===== config.mk =====
export PLATFORM = sky130hd
export DESIGN_NAME = charger_thermal_status_regs
export DESIGN_NICKNAME = d
export VERILOG_FILES = /design/src/ctsr_pkg.sv /design/src/ctsr_sync.sv /design/src/charger_thermal_status_regs.sv
export VERILOG_INCLUDE_DIRS = /design/src
export SDC_FILE = /design/constraint.sdc
export NUM_CORES = 1
export LEC_CHECK = 0
export BUFFER_PORTS_ARGS = -buffer_cell sky130_fd_sc_hd__buf_2
export CORE_MARGIN = 5
export CORE_UTILIZATION = 45
export CTS_BUF_LIST = sky130_fd_sc_hd__clkbuf_4
export CTS_CLUSTER_SIZE = 28
export DETAILED_ROUTE_END_ITERATION = 7
export GPL_TIMING_DRIVEN = 0
export PLACE_DENSITY = 0.77
export SLEW_MARGIN = 5
export SYNTH_ARGS = -nofsm -noshare
export SYNTH_HDL_FRONTEND = slang
export SYNTH_SLANG_ARGS = --single-unit

===== constraint.sdc =====
create_clock -name clk -period 1.3 [get_ports clk]
set_clock_uncertainty 0.2 [all_clocks]
set_input_delay 0.13 -clock clk [delete_from_list [all_inputs] [get_ports clk]]
set_output_delay 0.13 -clock clk [all_outputs]
set_load 0.02 [all_outputs]

===== src/ctsr_defines.svh =====
// offsets, field positions, reset values and codes for the charger thermal/status registers
`ifndef CTSR_DEFINES_SVH
`define CTSR_DEFINES_SVH

`define CTSR_OFS_THERM_CTRL    8'h18
`define CTSR_OFS_LIMIT_RB      8'h19
`define CTSR_OFS_STATUS_FIRST  8'h1B
`define CTSR_THERM_CTRL_RESET  8'h54
`define CTSR_COOL_DEFAULT      2'h1
`define CTSR_WARM_DEFAULT      2'h1
`define CTSR_HOT_DEFAULT       2'h1
`define CTSR_COLD_DEFAULT      1'h0
`define CTSR_BYPASS_DEFAULT    1'h0
`define CTSR_HOT_DISABLE       2'h3
`define CTSR_COOL_MSB          7
`define CTSR_COOL_LSB          6
`define CTSR_WARM_MSB          5
`define CTSR_WARM_LSB          4
`define CTSR_HOT_MSB           3
`define CTSR_HOT_LSB           2
`define CTSR_COLD_BIT          1
`define CTSR_BYPASS_BIT        0
`define CTSR_ST_IREG_BIT       7
`define CTSR_ST_VREG_BIT       6
`define CTSR_ST_WDOG_BIT       5
`define CTSR_ST_RSVD_BIT       4
`define CTSR_ST_PGOOD_BIT      3
`define CTSR_ST_IN2_BIT        2
`define CTSR_ST_IN1_BIT        1
`define CTSR_ST_BUS_BIT        0
`define CTSR_LIMIT_WIDTH       9
`define CTSR_LIMIT_STEP_MA     10
`define CTSR_LIMIT_MIN_CODE    9'h00A
`define CTSR_LIMIT_MAX_CODE    9'h14A
// comparator levels in tenths of a percent of the regulator rail
`define CTSR_COOL_LVL0         10'h2C7
`define CTSR_COOL_LVL1         10'h2AC
`define CTSR_COOL_LVL2         10'h28F
`define CTSR_COOL_LVL3         10'h270
`define CTSR_WARM_LVL0         10'h1E4
`define CTSR_WARM_LVL1         10'h1C0
`define CTSR_WARM_LVL2         10'h19C
`define CTSR_WARM_LVL3         10'h179
// otg hot limit in degrees C
`define CTSR_HOT_C0            7'h37
`define CTSR_HOT_C1            7'h3C
`define CTSR_HOT_C2            7'h41

`endif


===== src/ctsr_pkg.sv =====
// types shared by the charger thermal/status register bank
package ctsr_pkg;

  // thermistor control register fields, msb first as laid out in the byte
  typedef struct packed {
    logic [1:0] coolSel;
    logic [1:0] warmSel;
    logic [1:0] hotSel;
    logic       coldSel;
    logic       bypass;
  } ctsr_therm_ctrl_t;

  // live conditions from the analog and regulation side
  typedef struct packed {
    logic inputCurrentReg;
    logic inputVoltageReg;
    logic watchdogExpired;
    logic powerGood;
    logic secondInputPresent;
    logic firstInputPresent;
    logic busInputPresent;
  } ctsr_live_t;

  // register access request from the serial interface engine
  typedef struct packed {
    logic       wrEn;
    logic       rdEn;
    logic [7:0] addr;
    logic [7:0] wrData;
  } ctsr_req_t;

  // translated thermal settings for the analog side
  typedef struct packed {
    logic [9:0] coolLevel;
    logic [9:0] warmLevel;
    logic [6:0] hotLimitC;
    logic       hotCheckEn;
    logic       coldSel;
    logic       bypass;
  } ctsr_therm_cfg_t;

endpackage : ctsr_pkg


===== src/ctsr_sync.sv =====
// three-flop synchroniser with agreement filter for WIDTH independent asynchronous levels
`timescale 1ns/100ps
`include "ctsr_defines.svh"

module ctsr_sync #(
  parameter int WIDTH = 1
) (
  // clock and reset
  input  wire logic             clk,
  input  wire logic             rst,
  // asynchronous level in, filtered level out
  input  wire logic [WIDTH-1:0] asyncIn,
  output logic      [WIDTH-1:0] syncOut
);

  logic [WIDTH-1:0] stage1_q;
  logic [WIDTH-1:0] stage2_q;
  logic [WIDTH-1:0] stage3_q;

  // first flop feeds only the second, so no logic sees a metastable value
  always_ff @(posedge clk) begin
    if (rst) begin
      stage1_q <= '0;
      stage2_q <= '0;
      stage3_q <= '0;
    end else begin
      stage1_q <= asyncIn;
      stage2_q <= stage1_q;
      stage3_q <= stage2_q;
    end
  end

  // a bit changes only once the second and third stages agree
  always_ff @(posedge clk) begin
    if (rst) begin
      syncOut <= '0;
    end else begin
      for (int i = 0; i < WIDTH; i++) begin
        if (stage2_q[i] == stage3_q[i]) begin
          syncOut[i] <= stage3_q[i];
        end
      end
    end
  end

endmodule : ctsr_sync


===== src/charger_thermal_status_regs.sv =====
// register bank slice: thermistor control, obtained input limit, first status
`timescale 1ns/100ps
`include "ctsr_defines.svh"

// Behaviour
// - cool select picks rising comparator level 71.1/68.4/65.5/62.4 percent, default 1
// - warm select picks falling comparator level 48.4/44.8/41.2/37.7 percent, default 1
// - otg hot select: 55, 60 default, 65 degrees; code 3 disables check
// - bypass forces thermistor good, allows charge and otg, status bits 0000
// - thermistor control at 18h resets 54h; watchdog or defaults command restores
// - 9-bit obtained limit, 10mA per step, 100-3300mA, clamped low
// - readback at 19h is 16 bits, resets zero, bits 15-9 read zero
// - status bit 7 shows input or otg current regulation active
// - status bit 6 shows input or otg voltage regulation active
// - status bit 5 shows host watchdog expired
// - status bit 3 shows input power good
// - status bits 2 and 1 show second and first input present
// - status register at 1Bh resets zero, bit 4 reads zero
// - status bit 0 shows bus input present
module charger_thermal_status_regs #(
  parameter int LIMIT_WIDTH = `CTSR_LIMIT_WIDTH
) (
  // clock and reset
  input  wire logic                       clk,
  input  wire logic                       rst,
  // register access from the serial interface engine, same clock
  input  wire ctsr_pkg::ctsr_req_t        req,
  output logic      [15:0]                rdData,
  output logic                            rdValid,
  output logic                            addrHit,
  // register-wide restore events, same clock
  input  wire logic                       watchdogExpiry,
  input  wire logic                       registerDefaultsCmd,
  // obtained limit from optimiser or limit pin, same clock
  input  wire logic [LIMIT_WIDTH-1:0]     obtainedLimitIn,
  // live analog conditions, asynchronous
  input  wire ctsr_pkg::ctsr_live_t       liveIn,
  // raw thermistor comparator flags, asynchronous, four bits
  input  wire logic [3:0]                 thermStatusIn,
  // configuration and derived thermal view
  output ctsr_pkg::ctsr_therm_ctrl_t      thermCtrl,
  output ctsr_pkg::ctsr_therm_cfg_t       thermCfg,
  output logic      [3:0]                 thermStatus,
  output logic                            thermGood
);

  // register map of this slice:
  //   18h thermistor control, read/write, restored to 54h
  //   19h obtained input limit, read only, 16 bits wide
  //   1Bh first charger status, read only, live flags
  // only the control byte holds host state; the other two mirror hardware

  ctsr_pkg::ctsr_therm_ctrl_t therm_q;
  ctsr_pkg::ctsr_live_t       liveSync;
  logic [3:0]                 thermSync;
  logic [LIMIT_WIDTH-1:0]     limit_q;
  logic [7:0]                 status_q;
  logic [3:0]                 thermStat_q;
  logic                       restore;
  // per-register address hits
  logic                       hitCtrl;
  logic                       hitLimit;
  logic                       hitStatus;

  // level translation tables, shared by the config output
  function automatic logic [9:0] coolLevel(input logic [1:0] sel);
    case (sel)
      2'h0:    coolLevel = `CTSR_COOL_LVL0;
      2'h1:    coolLevel = `CTSR_COOL_LVL1;
      2'h2:    coolLevel = `CTSR_COOL_LVL2;
      default: coolLevel = `CTSR_COOL_LVL3;
    endcase
  endfunction : coolLevel

  // warm comparator falling levels, same units as the cool ones
  function automatic logic [9:0] warmLevel(input logic [1:0] sel);
    case (sel)
      2'h0:    warmLevel = `CTSR_WARM_LVL0;
      2'h1:    warmLevel = `CTSR_WARM_LVL1;
      2'h2:    warmLevel = `CTSR_WARM_LVL2;
      default: warmLevel = `CTSR_WARM_LVL3;
    endcase
  endfunction : warmLevel

  // otg hot limit in whole degrees
  function automatic logic [6:0] hotLimit(input logic [1:0] sel);
    case (sel)
      2'h0:    hotLimit = `CTSR_HOT_C0;
      2'h1:    hotLimit = `CTSR_HOT_C1;
      2'h2:    hotLimit = `CTSR_HOT_C2;
      default: hotLimit = 7'h00;  // check disabled, value unused
    endcase
  endfunction : hotLimit

  // analog levels arrive asynchronously, so they are filtered before use
  // pin to status read costs three sync stages, one agreement cycle and one
  // status register; a glitch shorter than two clocks may never be seen,
  // which suits regulation and presence levels that move slowly
  ctsr_sync #(
    .WIDTH ($bits(ctsr_pkg::ctsr_live_t) + 4)
  ) u_sync (
    .clk     (clk),
    .rst     (rst),
    .asyncIn ({liveIn, thermStatusIn}),
    .syncOut ({liveSync, thermSync})
  );

  // either restore event returns every control field to its default
  assign restore = watchdogExpiry || registerDefaultsCmd;

  // address decode; one comparator per register, shared by write, read and hit flag
  assign hitCtrl   = (req.addr == `CTSR_OFS_THERM_CTRL);
  assign hitLimit  = (req.addr == `CTSR_OFS_LIMIT_RB);
  assign hitStatus = (req.addr == `CTSR_OFS_STATUS_FIRST);

  // reset value and restore
  // restore wins over a write in the same cycle so a dead host cannot keep stale settings
  always_ff @(posedge clk) begin
    if (rst || restore) begin
      therm_q <= `CTSR_THERM_CTRL_RESET;
    end else if (req.wrEn && hitCtrl) begin
      therm_q <= req.wrData;
    end
  end

  // clamped low at the bottom of the range, and held at the top
  // the top clamp keeps a stray code from reading above the 3300mA ceiling;
  // the register still shows zero until the first clock after reset
  always_ff @(posedge clk) begin
    if (rst) begin
      limit_q <= '0;
    end else if (obtainedLimitIn < LIMIT_WIDTH'(`CTSR_LIMIT_MIN_CODE)) begin
      limit_q <= LIMIT_WIDTH'(`CTSR_LIMIT_MIN_CODE);
    end else if (obtainedLimitIn > LIMIT_WIDTH'(`CTSR_LIMIT_MAX_CODE)) begin
      limit_q <= LIMIT_WIDTH'(`CTSR_LIMIT_MAX_CODE);
    end else begin
      limit_q <= obtainedLimitIn;
    end
  end

  // live status sampled every cycle; reads see at most one cycle of age
  // nothing is latched: each flag clears by itself when its filtered level drops,
  // so a host that polls slowly can miss a short regulation episode
  always_ff @(posedge clk) begin
    if (rst) begin
      status_q <= 8'h00;
    end else begin
      status_q[`CTSR_ST_IREG_BIT]  <= liveSync.inputCurrentReg;
      status_q[`CTSR_ST_VREG_BIT]  <= liveSync.inputVoltageReg;
      status_q[`CTSR_ST_WDOG_BIT]  <= liveSync.watchdogExpired;
      status_q[`CTSR_ST_RSVD_BIT]  <= 1'b0;
      status_q[`CTSR_ST_PGOOD_BIT] <= liveSync.powerGood;
      status_q[`CTSR_ST_IN2_BIT]   <= liveSync.secondInputPresent;
      status_q[`CTSR_ST_IN1_BIT]   <= liveSync.firstInputPresent;
      status_q[`CTSR_ST_BUS_BIT]   <= liveSync.busInputPresent;
    end
  end

  // bypass masks the four thermistor status bits
  // raw bits stay synchronised under bypass, so clearing it shows them a cycle later
  always_ff @(posedge clk) begin
    if (rst) begin
      thermStat_q <= 4'h0;
    end else begin
      thermStat_q <= therm_q.bypass ? 4'h0 : thermSync;
    end
  end

  // read path; every read answers with rdValid, unmapped addresses with zero
  // a read and a write in one cycle return the old control byte
  // rdData holds between reads so a slow serial engine can fetch it late
  always_ff @(posedge clk) begin
    if (rst) begin
      rdData  <= 16'h0000;
      rdValid <= 1'b0;
    end else begin
      rdValid <= req.rdEn;
      if (!req.rdEn) begin
        rdData <= rdData;
      end else if (hitCtrl) begin
        rdData <= {8'h00, therm_q};
      end else if (hitLimit) begin
        rdData <= {(16 - LIMIT_WIDTH)'(0), limit_q};
      end else if (hitStatus) begin
        rdData <= {8'h00, status_q};
      end else begin
        rdData <= 16'h0000;  // unmapped reads return zero
      end
    end
  end

  // writes to readback and status touch nothing, only flagged as hit
  assign addrHit = hitCtrl || hitLimit || hitStatus;

  // raw control byte and masked status for the analog side
  assign thermCtrl   = therm_q;
  assign thermStatus = thermStat_q;
  assign thermGood   = therm_q.bypass || (thermSync == 4'h0);

  // translated view follows the control byte combinationally, with no extra delay
  // cool, warm and hot levels
  assign thermCfg.coolLevel  = coolLevel(therm_q.coolSel);
  assign thermCfg.warmLevel  = warmLevel(therm_q.warmSel);
  assign thermCfg.hotLimitC  = hotLimit(therm_q.hotSel);
  assign thermCfg.hotCheckEn = (therm_q.hotSel != `CTSR_HOT_DISABLE) && !therm_q.bypass;
  // cold select has no decode here; the analog side uses the bit as is
  assign thermCfg.coldSel    = therm_q.coldSel;
  assign thermCfg.bypass     = therm_q.bypass;

endmodule : charger_thermal_status_regs


==> impl_metrics.yaml <==
outcome:
  status: "finished, violations left"
  violations: "negative hold slack, negative setup slack"
critical_path:
  reg2reg_from: "thermCtrl[4]"
  reg2reg_depth: 6
  timing.rr.end: "rdData[4]"
  crit_arrival_ns: 1.55
  worstSetupEndpoint: "thermCfg[14]"
  path_class: "reg2out"
  r2r_slack_ns: -0.02
  path_max_fanout: 4
  startpoint: "thermCtrl[5]"
  crit_path_start_kind: "register"
  endpoint_kind: "primary output"
  timing.critical_path.required_ns: 0.97
clocking:
  cts_tree: "built"
  clk_latency_ns: 0.43
  cts_sinks: 82
  path_clk_slew_ns: 0.15
  root_buffer: "clkbuf_4"
  cts.htree.levels: 3
  numCtsBuffers: 9
  clockBufferDepth: 2
placed_design:
  dp_hpwl_um: 4810
  placedInstanceArea_mm2: 0.00371
  gp_congestion: 0.748
  port_buffers: 89
  dp.cells: 501
die:
  io_pins: 103
  die_y_um: 92.6
  dieWidth_um: 92.6
  start_util_pct: 45.7
  coreArea_mm2: 0.00672
  num_rows: 30
  dieArea_mm2: 0.00857
timing:
  finalCritPeriodShare_pct: 144
  fmax_mhz: 532
  worstMarginPinSlew_ns: 0.586
  rsz0062_at_grt: "yes"
  post-route-min-period_ns: 1.88
  slew_viol_final: 0
  slew_headroom_pct: 60.9
  worst_slack_ns: -0.578
  setup_violations: 46
  hold_slack_ns: -0.149
  hold_viol: 10
global_route:
  grt_pass1_vias: 2708
  grt_overflow: 0
  grt_max_degree: 16
  antenna_found_initial: 0
  grt_util_all_layers_pct: 19.0
  grt_pass1_wl_um: 12700
synthesis:
  netlist_area_mm2: 0.00307
  yosys-mux-area-fraction_pct: 2.28
  synth.avg_cell_area_um2: 9.53
  netlist_top_cells_area: "dfxtp_1 53%, nor2b_1 8.8%, buf_4 4.6%"
  synthSimpleGateAreaFrac_pct: 21.8
  ys.flop_type: "dfxtp_1"
  synth_top_family_by_area: "simple AND/OR/NAND/NOR gates"
  synth_compound_area_share_pct: 10.0
  synth.distinct_cells: 35
  synth_top_area_share_pct: 53.5
  synth_fa_ha_area_share_pct: 3.26
  synth-edff-count: 0
  ys_seq_area_share_pct: 53.5
  synthXorXnorAreaFrac_pct: 0
  ys_warn_count: 0
  ys_ff_latch: 82
  netlist_instances: 322
  yosysMostFrequentCell: "dfxtp_1"
  synth_top_area_cell: "dfxtp_1"
  synthArstFlopShare_pct: 0
  synthTopCellsByCount: "82 x dfxtp_1, 43 x nor2b_1, 23 x a21oi_1"
power:
  cellPowerDensity_mw_per_mm2: 959
  power.total_mw: 4.73
  peakVddDrop_mv: 0.586
  p_leak_nw: 2.15
worst_hold_path:
  hp-class: "in2reg"
drt:
  routed_via_density: 4.80
  initialDrtViolationCount: 120
  ant_nets: 0
  post_drt_wl_per_cell_um: 15.6
  vias: 2777
  firstDrtPassIters: 4
  drt-total-wl_um: 9010
  drc: 0
cells_and_area:
  final_cells: 578
  fin_util_pct: 73.5
  drive_above_1_share_pct: 43.0
  finish.instance_area_mm2: 0.00494
  area_growth_pct: 60.8
  diodes: 0
  layout.nets: 543
flow_run:
  max-cap-violations: 0
==> through the flow <==
step / setup slack [ns] / TNS (ns)
6_report: -0.578 / -11.32
5_1_grt: -0.653 / -13.47
4_1_cts: -0.529 / -10.80
3_5_place_dp: -0.258 / -7.53
3_3_place_gp: -0.238 / -6.62
2_1_floorplan: -0.105 / -0.214
==> worst min path at each step <==
stage	start	to	slack, ns	cells past startpoint
2_1_floorplan	obtainedLimitIn[8]	limit_q[7]	0.006	1
3_3_place_gp	liveIn[3]	u_sync.stage1_q[7]	0.14	2
3_5_place_dp	liveIn[0]	u_sync.stage1_q[4]	0.14	2
4_1_cts	rst	rdValid	-0.21	2
5_1_grt	rst	rdValid	-0.18	2
6_report	rst	rdValid	-0.15	2
==> worst max-delay path, stage by stage (launching register included) <==
cell and delay [ns]:
dfxtp_4 0.41, ha_4 0.19, or2_4 0.27, buf_6 0.12, buf_6 0.12
==> registers in the layout, summed over array words and instances, names as in the netlist, 4 cells and up <==
name and cells:
thermStatus 4, u_sync.stage3_q 11, thermCtrl 6, rdData 9, u_sync.stage2_q 11, u_sync.stage1_q 11, status_q 7, limit_q 9
u_sync.syncOut 11
==> per-layer routing <==
layer  track usage (%)  routed length [µm]
met5                 0                   0
met4              8.29                 303
met3              6.09                 569
met2              34.4                4690
met1              20.0                3440
==> logic make-up (layout without fill, tap and decap cells) <==
family,count (synthesis),count (layout)
other,2,12
multiplexers,7,7
flip-flops,82,82
AND/OR/NAND/NOR,118,118
adder cells (fa/ha/maj),8,8
AO/OA/AOI/OAI,54,54
buffers and inverters,51,217
==> power by group <==
part | switching [mW] | internal (mW) | leakage, nW
Clock | 0.916 | 0.800 | 0.0901
Sequential | 0.0188 | 2.56 | 0.679
Combinational | 0.216 | 0.225 | 1.38
Total | 1.15 | 3.58 | 2.15
==> area by class of cell <==
type / instances / area, µm²
Buffer: 30 / 221
Clock inverter: 7 / 101
Multi-Input combinational cell: 199 / 1400
Fill cell: 451 / 1780
Sequential cell: 82 / 1690
Tap cell: 80 / 100
Clock buffer: 9 / 67.6
Inverter: 21 / 96.3
Timing Repair Buffer: 150 / 1260
==> cell usage in the layout (no fill, tap or decap), drive strengths merged <==
cell          synthesis  layout
bufinv                0       2
nand2                21      21
or3                   1       1
dlygate4sd3           0      38
and3b                 1       1
nor3b                 1       1
a21oi                23      23
nand2b                2       2
clkbuf                5      15
mux2i                 7       7
dlymetal6s4s          0       1
nor3                  6       6
clkinv                0       3
or4                   1       1
dfxtp                82      82
or2                   3       3
buf                  25     135
o32ai                 7       7
inv                  21      23
o211ai                1       1
o41ai                 1       1
and2                  6       6
nor2                 19      19
nand4                 2       2
nor2b                43      43
nand3                 8       8
conb                  2      12
nor4b                 1       1
a31oi                 4       4
ha                    8       8
and3                  3       3
o21ai                18      18
==> repair_timing <==
action | 4_1_cts | 5_1_grt
gates resized for setup | 95 | 66
hold endpoints to repair | 38 | 22
buffers inserted | 15 | 7
setup endpoints to repair | 40 | 63
hold buffers | 37 | 10
pin swaps | 9 | 14
Note: power is estimated with default switching activity, not from simulation.
